File: src/rtl/sd_modulator_regs.svh
// constants and timing counts for the isolated delta-sigma bitstream block
// Summary of operation
// Bitstream output follows the external sample clock, run between 5 and 21 MHz.
// Average density of ones is proportional to the differential input.
// Second-order feed-forward modulator, 1-bit quantizer, feedback updated next cycle.
// Input chopper toggles at sample clock divided by 32.
// Linear, specified-noise operation only within plus or minus one volt.
// Plus or minus 1.25 volts is the modulator clipping level.
// Ones cross the barrier as carrier bursts, zeros as no carrier.
// The partner drives the sample clock continuously without pauses; the bench stops it for 120 clk cycles in t_freeze.
// Missing sample clock stops conversion and freezes the output level.
// Charge pump halts on slow or missing clock; bias current out of spec.
// After clock restart the partner discards data for the settle interval.
// The partner decimates the bitstream with a low-pass digital filter.
// Output changes on the sample clock rising edge; partner latches there.
// At or beyond full scale, one opposite bit every 128 output bits.
// Without the high-side supply, output is a steady stream of zeros.
// Partner allows 0.25 ms analog start-up after supply is applied.
// Input is a signed value sampled each clock and fed to the first integrator and the quantizer sum.
`ifndef SD_MODULATOR_REGS_SVH
`define SD_MODULATOR_REGS_SVH

// input codes: one volt is LINEAR_CODE, clipping at 1.25 V is CLIP_CODE
`define LINEAR_CODE           17'sd16000
`define CLIP_CODE             17'sd20000
`define MARKER_PERIOD         8'd128
`define CHOP_DIVIDE           6'd32

`define SYS_CLK_KHZ           40000
`define SAMPLE_CLK_MIN_KHZ    5000
`define SAMPLE_CLK_MAX_KHZ    21000
// longest gap between sample edges at the lowest legal rate, rounded down
`define MISS_GAP_CYCLES       (`SYS_CLK_KHZ / `SAMPLE_CLK_MIN_KHZ)

`define SYS_CLK_PERIOD_NS     25
`define SETTLE_TIME_NS        250000
`define SETTLE_CYCLES \
    ((`SETTLE_TIME_NS + `SYS_CLK_PERIOD_NS - 1) / `SYS_CLK_PERIOD_NS)

`endif

File: src/rtl/sd_modulator_pkg.sv
// types shared by the isolated delta-sigma bitstream block
package sd_modulator_pkg;
    typedef enum logic [1:0] {
        PUMP_OFF,
        PUMP_SETTLING,
        PUMP_RUN
    } pump_state_t;
endpackage

File: src/rtl/ook_barrier_link.sv
// on-off keyed isolation channel: carrier bursts for ones, silence for zeros
`timescale 1ns/1ps
module ook_barrier_link (
    input  wire logic clk,
    input  wire logic sys_rst,
    input  wire logic tx_bit,
    output logic      carrier_out,
    output logic      rx_bit
);
    logic carrier_reg;
    logic carrier_next;
    logic carrier_d_reg;
    logic carrier_d_next;
    logic rx_reg;
    logic rx_next;

    // the carrier is a toggle at clk rate; the real one is far faster
    always_comb begin
        carrier_next   = tx_bit ? ~carrier_reg : 1'b0;
        carrier_d_next = carrier_reg;
        // envelope: any carrier activity in the last two cycles means one
        rx_next        = carrier_reg | carrier_d_reg;
    end

    always_ff @(posedge clk) begin
        if (sys_rst) begin
            carrier_reg   <= 1'b0;
            carrier_d_reg <= 1'b0;
            rx_reg        <= 1'b0;
        end else begin
            carrier_reg   <= carrier_next;
            carrier_d_reg <= carrier_d_next;
            rx_reg        <= rx_next;
        end
    end

    assign carrier_out = carrier_reg;
    assign rx_bit      = rx_reg;
endmodule // ook_barrier_link

File: src/rtl/sd_bitstream_modulator.sv
// behavioural second-order delta-sigma modulator with fail-safe output
`timescale 1ns/1ps
`include "sd_modulator_regs.svh"
module sd_bitstream_modulator #(
    parameter int IN_W          = 16,
    parameter int INT_W         = 24,
    parameter int SETTLE_CYCLES = `SETTLE_CYCLES
) (
    input  wire logic                           clk,
    input  wire logic                           sys_rst,
    input  wire logic                           sample_clock_in,
    input  wire logic signed [IN_W-1:0]         pos_analog_in,
    input  wire logic signed [IN_W-1:0]         neg_analog_in,
    input  wire logic                           high_side_supply,
    output logic                                bitstream_out,
    output logic                                barrier_carrier,
    output logic                                chopper_phase,
    output logic                                pump_running,
    output logic                                bias_out_of_spec,
    output logic                                analog_settled,
    output logic                                in_linear_range,
    output sd_modulator_pkg::pump_state_t       pump_state
);
    import sd_modulator_pkg::*;

    localparam int GAP_W    = 8;
    localparam int SETTLE_W = $clog2(SETTLE_CYCLES + 1);

    logic                    clk_prev_reg;
    logic                    clk_prev_next;
    logic signed [INT_W-1:0] integ1_reg;
    logic signed [INT_W-1:0] integ1_next;
    logic signed [INT_W-1:0] integ2_reg;
    logic signed [INT_W-1:0] integ2_next;
    logic                    quant_reg;
    logic                    quant_next;
    logic                    tx_bit_reg;
    logic                    tx_bit_next;
    logic [6:0]              marker_cnt_reg;
    logic [6:0]              marker_cnt_next;
    logic [3:0]              chop_cnt_reg;
    logic [3:0]              chop_cnt_next;
    logic                    chop_reg;
    logic                    chop_next;
    logic [GAP_W-1:0]        gap_reg;
    logic [GAP_W-1:0]        gap_next;
    logic [SETTLE_W-1:0]     settle_reg;
    logic [SETTLE_W-1:0]     settle_next;
    pump_state_t             state_reg;
    pump_state_t             state_next;
    logic                    linear_reg;
    logic                    linear_next;
    logic                    pump_reg;
    logic                    pump_next;
    logic                    settled_reg;
    logic                    settled_next;
    logic                    rx_bit;
    logic                    carrier;

    logic                    rise;
    logic signed [IN_W:0]    diff;
    logic signed [IN_W:0]    x_in;
    logic signed [IN_W:0]    feedback;
    logic                    over_pos;
    logic                    over_neg;
    logic signed [INT_W+1:0] sum4;

    // integrator limiter keeps the loop recoverable after overdrive
    function automatic logic signed [INT_W-1:0] sat(
        input logic signed [INT_W+1:0] v
    );
        logic signed [INT_W+1:0] hi;
        logic signed [INT_W+1:0] lo;
        hi = (INT_W+2)'({1'b0, {(INT_W-1){1'b1}}});
        lo = -hi;
        if (v > hi) begin
            sat = hi[INT_W-1:0];
        end else if (v < lo) begin
            sat = lo[INT_W-1:0];
        end else begin
            sat = v[INT_W-1:0];
        end
    endfunction

    function automatic logic signed [INT_W+1:0] wide(
        input logic signed [IN_W:0] v
    );
        wide = (INT_W+2)'(v);
    endfunction

    // sample clock is a plain input sampled on clk; edges found by compare
    always_comb begin
        clk_prev_next = sample_clock_in;
        rise          = sample_clock_in & ~clk_prev_reg;
    end

    // modulator datapath
    always_comb begin
        diff     = (IN_W+1)'(pos_analog_in) - (IN_W+1)'(neg_analog_in);
        over_pos = diff >= `CLIP_CODE;
        over_neg = diff <= -`CLIP_CODE;
        if (over_pos) begin
            x_in = `CLIP_CODE;
        end else if (over_neg) begin
            x_in = -`CLIP_CODE;
        end else begin
            x_in = diff;
        end
        linear_next = (diff <= `LINEAR_CODE) && (diff >= -`LINEAR_CODE);
        // feedback level comes from last cycle's decision
        feedback = quant_reg ? `CLIP_CODE : -`CLIP_CODE;
        sum4 = (INT_W+2)'(integ2_reg) + (INT_W+2)'(integ1_reg)
             + wide(x_in);
        integ1_next     = integ1_reg;
        integ2_next     = integ2_reg;
        quant_next      = quant_reg;
        tx_bit_next     = tx_bit_reg;
        marker_cnt_next = marker_cnt_reg;
        if (!high_side_supply) begin
            // fail-safe: steady zeros, no markers, loop cleared
            integ1_next     = '0;
            integ2_next     = '0;
            quant_next      = 1'b0;
            tx_bit_next     = 1'b0;
            marker_cnt_next = '0;
        end else if (rise) begin
            integ1_next = sat((INT_W+2)'(integ1_reg)
                        + wide(x_in) - wide(feedback));
            integ2_next = sat((INT_W+2)'(integ2_reg)
                        + (INT_W+2)'(integ1_reg));
            quant_next  = (sum4 >= 0);
            if (over_pos || over_neg) begin
                marker_cnt_next = marker_cnt_reg + 7'd1;
                // one opposite bit per 128 so the partner sees a live part
                if (marker_cnt_reg == 7'(`MARKER_PERIOD - 8'd1)) begin
                    tx_bit_next = over_neg;
                end else begin
                    tx_bit_next = over_pos;
                end
            end else begin
                marker_cnt_next = '0;
                tx_bit_next     = quant_next;
            end
        end
    end

    // chopper: half period of 16 edges gives a square wave at fs/32
    always_comb begin
        chop_cnt_next = chop_cnt_reg;
        chop_next     = chop_reg;
        if (rise) begin
            chop_cnt_next = chop_cnt_reg + 4'd1;
            if (chop_cnt_reg == 4'(`CHOP_DIVIDE / 6'd2 - 6'd1)) begin
                chop_next = ~chop_reg;
            end
        end
    end

    // clock presence, charge pump and bias settling
    always_comb begin
        if (rise) begin
            gap_next = '0;
        end else if (gap_reg != '1) begin
            gap_next = gap_reg + GAP_W'(1);
        end else begin
            gap_next = gap_reg;
        end
        state_next  = state_reg;
        settle_next = settle_reg;
        unique case (state_reg)
            PUMP_OFF: begin
                settle_next = '0;
                if (high_side_supply && rise) begin
                    state_next = PUMP_SETTLING;
                end
            end
            PUMP_SETTLING: begin
                settle_next = settle_reg + SETTLE_W'(1);
                if (settle_reg == SETTLE_W'(SETTLE_CYCLES - 1)) begin
                    state_next = PUMP_RUN;
                end
            end
            PUMP_RUN: begin
                settle_next = '0;
            end
        endcase
        // gap longer than the slowest legal period: pump stops
        if (!high_side_supply || gap_next > GAP_W'(`MISS_GAP_CYCLES)) begin
            state_next  = PUMP_OFF;
            settle_next = '0;
        end
        pump_next    = (state_next != PUMP_OFF);
        settled_next = (state_next == PUMP_RUN);
    end

    always_ff @(posedge clk) begin
        if (sys_rst) begin
            clk_prev_reg   <= 1'b0;
            integ1_reg     <= '0;
            integ2_reg     <= '0;
            quant_reg      <= 1'b0;
            tx_bit_reg     <= 1'b0;
            marker_cnt_reg <= '0;
            chop_cnt_reg   <= '0;
            chop_reg       <= 1'b0;
            gap_reg        <= '1;
            settle_reg     <= '0;
            state_reg      <= PUMP_OFF;
            linear_reg     <= 1'b0;
            pump_reg       <= 1'b0;
            settled_reg    <= 1'b0;
        end else begin
            clk_prev_reg   <= clk_prev_next;
            integ1_reg     <= integ1_next;
            integ2_reg     <= integ2_next;
            quant_reg      <= quant_next;
            tx_bit_reg     <= tx_bit_next;
            marker_cnt_reg <= marker_cnt_next;
            chop_cnt_reg   <= chop_cnt_next;
            chop_reg       <= chop_next;
            gap_reg        <= gap_next;
            settle_reg     <= settle_next;
            state_reg      <= state_next;
            linear_reg     <= linear_next;
            pump_reg       <= pump_next;
            settled_reg    <= settled_next;
        end
    end

    // bit crosses the barrier before reaching the output pin
    ook_barrier_link u_link (
        .clk         (clk),
        .sys_rst     (sys_rst),
        .tx_bit      (tx_bit_reg),
        .carrier_out (carrier),
        .rx_bit      (rx_bit)
    );

    assign bitstream_out    = rx_bit;
    assign barrier_carrier  = carrier;
    assign chopper_phase    = chop_reg;
    assign pump_running     = pump_reg;
    assign bias_out_of_spec = ~pump_reg;
    assign analog_settled   = settled_reg;
    assign in_linear_range  = linear_reg;
    assign pump_state       = state_reg;
endmodule // sd_bitstream_modulator

File: config.mk
export PLATFORM = sky130hd
export DESIGN_NAME = sd_bitstream_modulator
export DESIGN_NICKNAME = d
export VERILOG_FILES = /design/src/rtl/sd_modulator_pkg.sv /design/src/rtl/ook_barrier_link.sv /design/src/rtl/sd_bitstream_modulator.sv
export VERILOG_INCLUDE_DIRS = /design/src /design/src/rtl
export SDC_FILE = /design/constraint.sdc
export NUM_CORES = 1
export LEC_CHECK = 0
export ABC_AREA = 1
export BUFFER_PORTS_ARGS = -buffer_cell sky130_fd_sc_hd__clkbuf_2
export CORE_ASPECT_RATIO = 0.9
export CORE_UTILIZATION = 60
export DETAILED_ROUTE_END_ITERATION = 8
export PLACE_DENSITY = 0.84
export SLEW_MARGIN = 20
export SYNTH_ARGS = -nofsm -noshare
export SYNTH_HDL_FRONTEND = slang
export SYNTH_SLANG_ARGS = --single-unit
File: constraint.sdc
create_clock -name clk -period 11.3 [get_ports clk]
set_clock_uncertainty 0.2 [all_clocks]
set_input_delay 1.13 -clock clk [delete_from_list [all_inputs] [get_ports clk]]
set_output_delay 1.13 -clock clk [all_outputs]
set_load 0.02 [all_outputs]
# Word-level counts from Yosys, hierarchy flattened
# Cells that the tools add are included.
# word_totals
regBits	93
latchBits	0
ram_bits	0
romBits	0
in_bits	36
output_inout_bits	9
wordCells	80
n_memories	0
# op_classes
addsub	9
multipliers	0
div_mod_pow	0
n_lt_le_gt_ge	10
eq_ne	7
shifts	0
muxes	17
bitwise	8
n_reduce_logical	12
# ops
operator	n
$mux W24	4
$mux W17	3
$pmux W14 S2	1
$add A25 B17 Y26	1
$ge A26 B1 Y1 const B	1
$gt A26 B24 Y1 const B	1
$lt A26 B24 Y1 const B	1
$sub A25 B17 Y26	1
$add A24 B17 Y25	1
$add A24 B24 Y25	1
$gt A25 B24 Y1 const B	1
$lt A25 B24 Y1 const B	1
$ge A17 B15 Y1 const B	1
$ge A17 B16 Y1 const B	1
$le A17 B15 Y1 const B	1
$le A17 B16 Y1 const B	1
$sub A16 B16 Y17	1
$mux W8	2
$add A14 B1 Y14 const B	1
$eq A14 B14 Y1 const B	1
$add A8 B1 Y8 const B	1
$gt A8 B4 Y1 const B	1
$ne A8 B8 Y1 const B	1
$reduce_or A2 Y1	4
other kinds (19)	30

# Depth between registers and ports, before layout
# depth
depth_word	9
mapped_depth	43
ltp_nobuf	43

# Modules after synthesis
# Synthesis repeated with hierarchy kept, for this count alone.
# hier_totals
hier_cells	1662
hier_area_um2	10100.9
# modules_own_cells
mod	instances	cells_per_inst	area_each_um2	seq_area_each_um2
sd_bitstream_modulator	1	1652	10014.6	1801.7
ook_barrier_link	1	10	86.3	60.1

# Least setup slack after synthesis
# Ideal clock, no wire load.
# synth_path
path_type	in2reg
from	in pos_analog_in[0]
to	reg integ1_reg[8]
setup_time_ps	122
t_arrival_ps	5766
required_time_ps	10978
path_slack_ps	5212
cell_stages	42
path_buffers	1
cell_sequence	inv_1 ha_1 fa_1 nand3b_1 nand2_1 nand2_1 nand2_1 nand3_1 nand2_1 nand2_1 nand2_2 nand2_1 nor2_1 nand3_1 nand4_2 nand2_2 inv_2 nand3_1 [6 not listed] inv_1 nand2_1 nand2_1 inv_1 nand2_1 nand2_1 nand3_1 nand2_1 nand2_1 nor2_1 nand2_1 nand2_1 nand2_1 nor2_2 nand3_4 buf_6 nand2_2 a21oi_2
# synth_between
elab_chain_cells	9
word_cells_on_any_way	11
classes_between	add/sub (3); order compare (4); mux (4)
# synth_rtl
item	line_no	rtl
from (decl)	sd_bitstream_modulator.sv:12	input wire logic signed [IN_W-1:0] pos_analog_in,
$sub A16 B16 Y17 (*)	sd_bitstream_modulator.sv:99	diff = (IN_W+1)'(pos_analog_in) - (IN_W+1)'(neg_analog_in);
$le A17 B16 Y1 (no source line)	n/a	
$mux W17	sd_bitstream_modulator.sv:104	end else if (over_neg) begin
$mux W17 (*)	sd_bitstream_modulator.sv:102	if (over_pos) begin
$add A24 B17 Y25 (*)	sd_bitstream_modulator.sv:128	+ wide(x_in) - wide(feedback));
$sub A25 B17 Y26 (*)	sd_bitstream_modulator.sv:128	
$lt A26 B24 Y1	sd_bitstream_modulator.sv:78	end else if (v < lo) begin
$mux W24	sd_bitstream_modulator.sv:78	
$mux W24 (*)	sd_bitstream_modulator.sv:76	if (v > hi) begin
to (signal assigned)	sd_bitstream_modulator.sv:214	integ1_reg <= integ1_next;
to (decl)	sd_bitstream_modulator.sv:31	logic signed [INT_W-1:0] integ1_reg;
# Mark *: on every way between the ends. The rest lies on a longest branch, timed or not.
# A chain may end at the register's enable or synchronous reset.

# Worst setup path in the final report
# layout_path
from	in pos_analog_in[0]
to	reg integ1_reg[17]
# Same word-level chain as after synthesis.

==> results.yml <==
route:
  routed_wl_um: 27100
  met1_length_um: 13100
  routed.top_layer: "met4"
  drc: 0
  routed-wl-met3_um: 2500
  wl_per_cell_um: 14.6
  first_pass_iters: 5
  wl_met2_um: 11200
  routed_via_density: 5.47
  drt-initial-drc-count: 900
  dr_total_vias: 10200
  ant_nets: 0
worst_setup_path:
  rr_startpoint: "quant_reg"
  crit_start: "pos_analog_in[0]"
  crit_top_cell: "nand2_1"
  worstSetupPathType: "in -> reg"
  worst_path_max_delay_cell: "fa_1"
  reg2reg_slack_ns: 7.29
  cp_data_required_time_ns: 11.31
  max_stage_delay_ns: 0.48
  r2r-end: "integ1_reg[17]"
  critical_path_buf_inv_count: 6
  worstSetupStartpointType: "input pin"
  endpoint: "integ1_reg[17]"
  cp_top_family: "simple AND/OR/NAND/NOR gates"
  reg2regPathDepth: 21
  crit_cells: 40
  arrival_ns: 6.97
  crit_fanout: 23
  end_kind: "flip-flop"
timing:
  max-slew-margin-rel_pct: 55.6
  worst_pin_slew_ns: 0.665
  fmax_ghz: 0.144
  finalCritPeriodShare_pct: 61.5
  setup_viol: 0
  tns_ns: 0
  rsz0062_at_grt: "false"
  fin_crit_ns: 6.95
  worst_slack_ns: 4.35
  drv_slew: 0
  hold_viol_final: 0
logic_synthesis:
  syn_area_per_cell_um2: 6.21
  syn_nets: 1771
  synth_top_area_share_pct: 18.6
  synthTopCellsByArea: "dfxtp_1, nand2_1, ha_1"
  synth_edf_count: 0
  yosys_warnings: 0
  ys_ff_latch: 93
  synthCells: 1616
  yosysTopAreaCell: "dfxtp_1"
  ys_async_sr_fraction_pct: 0
  yosysMostFrequentCell: "nand2_1"
  ys_seq_area_share_pct: 18.6
  synthTopCellsByCount: "nand2_1, inv_1, nor2_1"
  synth_ff_type: "dfxtp_1"
  netlist-cell-type-count: 49
  synth_area_um2: 10000
clock_network:
  root_buffer: "clkbuf_16"
  htreeDepth: 3
  path_clk_slew_ns: 0.08
  worstSkewPairLatency_ns: 0.35
  cts_hold_buf: 0
  cts_buffer_depth: 2
  cts_resized: 0
  cts_buffers: 9
  tritoncts: "done"
  cts_sinks: 93
  cts_setup_buffers: 0
power:
  power_density_nw_per_um2: 159
  p_leak_nw: 5.71
  ir_drop_uv: 176
finish:
  layout-drive-gt1-share_pct: 10.9
  final_core_util_pct: 65.9
  diodes: 0
  finalNonFillerCells: 1863
  fin_nets: 1806
  area_delta_synth_final_pct: 6.77
floorplan:
  rows: 44
  dieArea_um2: 17200
  dieHeight_um: 125
  coreArea_um2: 16200
  die_x_um: 138
  pin_count: 45
  initial_core_util_pct: 61.8
status:
  status: "finished, final reports clean"
place:
  dpl_worst_slack_ns: 3.98
  place_inst: 1847
  portBuffers: 44
  place.gp.congestion: 1.01
  hpwl_um: 22200
worst_hold_path:
  hp-class: "reg -> reg"
global_route:
  grt_pass1_wl_um: 45600
  grt.total_usage_pct: 32.7
  grt_overflow: 0
  grt_max_degree: 63
  grt_pass1_vias: 9387
  grt_antenna_before_repair: 0
job:
  cap_violations: 0
power by group:
part,internal [mW],switching (mW)
Combinational,0.332,0.706
Sequential,0.345,0.0186
Clock,0.157,0.144
Total,0.834,0.869
worst min-delay path by stage:
stage / startpoint / endpoint / slack (ns) / cells past startpoint
5_1_grt: u_link.carrier_d_reg / u_link.rx_bit / 0.26 / 2
4_1_cts: u_link.carrier_d_reg / u_link.rx_bit / 0.24 / 2
2_1_floorplan: u_link.carrier_d_reg / u_link.rx_bit / 0.21 / 2
6_report: u_link.carrier_d_reg / u_link.rx_bit / 0.24 / 2
3_5_place_dp: u_link.carrier_d_reg / u_link.rx_bit / 0.23 / 2
3_3_place_gp: u_link.carrier_d_reg / u_link.rx_bit / 0.22 / 2
cell type report:
| class | count | area [µm²] |
|---|---|---|
| Multi-Input combinational cell | 1217 | 6980 |
| Fill cell | 1501 | 5530 |
| Sequential cell | 93 | 1860 |
| Inverter | 283 | 1060 |
| Tap cell | 207 | 259 |
| Timing Repair Buffer | 47 | 243 |
| Clock buffer | 9 | 225 |
| Clock inverter | 7 | 76.3 |
worst register-to-register path, cell delays in order (launching register included):
cell and delay (ns):
dfxtp_1 0.31, buf_4 0.33, inv_1 0.20, fa_1 0.54, inv_1 0.04, ha_1 0.35
nand2_1 0.14, inv_1 0.06, a21oi_1 0.18, nand2_2 0.11, nand2_1 0.09, nand2_1 0.06
nand2_1 0.05, nand2_1 0.10, nor2_1 0.14, nand2_1 0.08, nor2_2 0.15, nor2_2 0.06
nor2_2 0.12, nand3_4 0.29, nand3_1 0.18, a21oi_1 0.08
layer usage:
layer | up-vias | GRT usage (%)
met4 | 0 | 6.54
met2 | 380 | 49.6
li1 | 5204 | -
met3 | 23 | 5.84
met1 | 4587 | 48.3
met5 | - | 0
stage by stage:
stage / instance area (µm²) / power [mW] / hold WS, ns
after floorplan: 10000 / 1.14 / 0.211
final: 10700 / 1.70 / 0.245
after global routing: 10700 / 1.85 / 0.258
after CTS: 10700 / 1.68 / 0.245
after global placement: 10400 / 1.36 / 0.216
after detailed placement: 10400 / 1.37 / 0.225
cells by family (layout without fill, tap and decap cells):
logic type                 Yosys count  after routing  share of synthesized area, %
adders and majority gates          119            119                          16.3
and+or+nand+nor                    840            840                          36.7
xor gates and xnor gates            34             34                          3.19
DFF                                 93             93                          18.6
AOI/OAI and AO/OA                  224            224                          13.2
buffers and inverters              306            346                          12.0
cell usage in the layout (no fill, tap or decap), types with 3 or more instances in the layout:
cell type and count:
nand3b_1 8, nor3_1 21, dfxtp_1 93, inv_1 279
clkbuf_16 9, inv_8 3, ha_1 99, nand3_1 91
xor2_2 3, o211ai_1 3, o21ai_1 3, or2_2 4
o21bai_1 3, xor2_1 14, buf_4 3, nand4_1 31
nand2_1 470, inv_2 3, nand3_2 5, nor3b_1 4
a21oi_1 87, clkbuf_2 44, nor2_2 19, nor2_4 3
nand2_2 34, fa_1 20, o21ai_0 82, xnor2_1 17
nor2_1 139, a21oi_2 35
(Power assumes the default switching activity.)
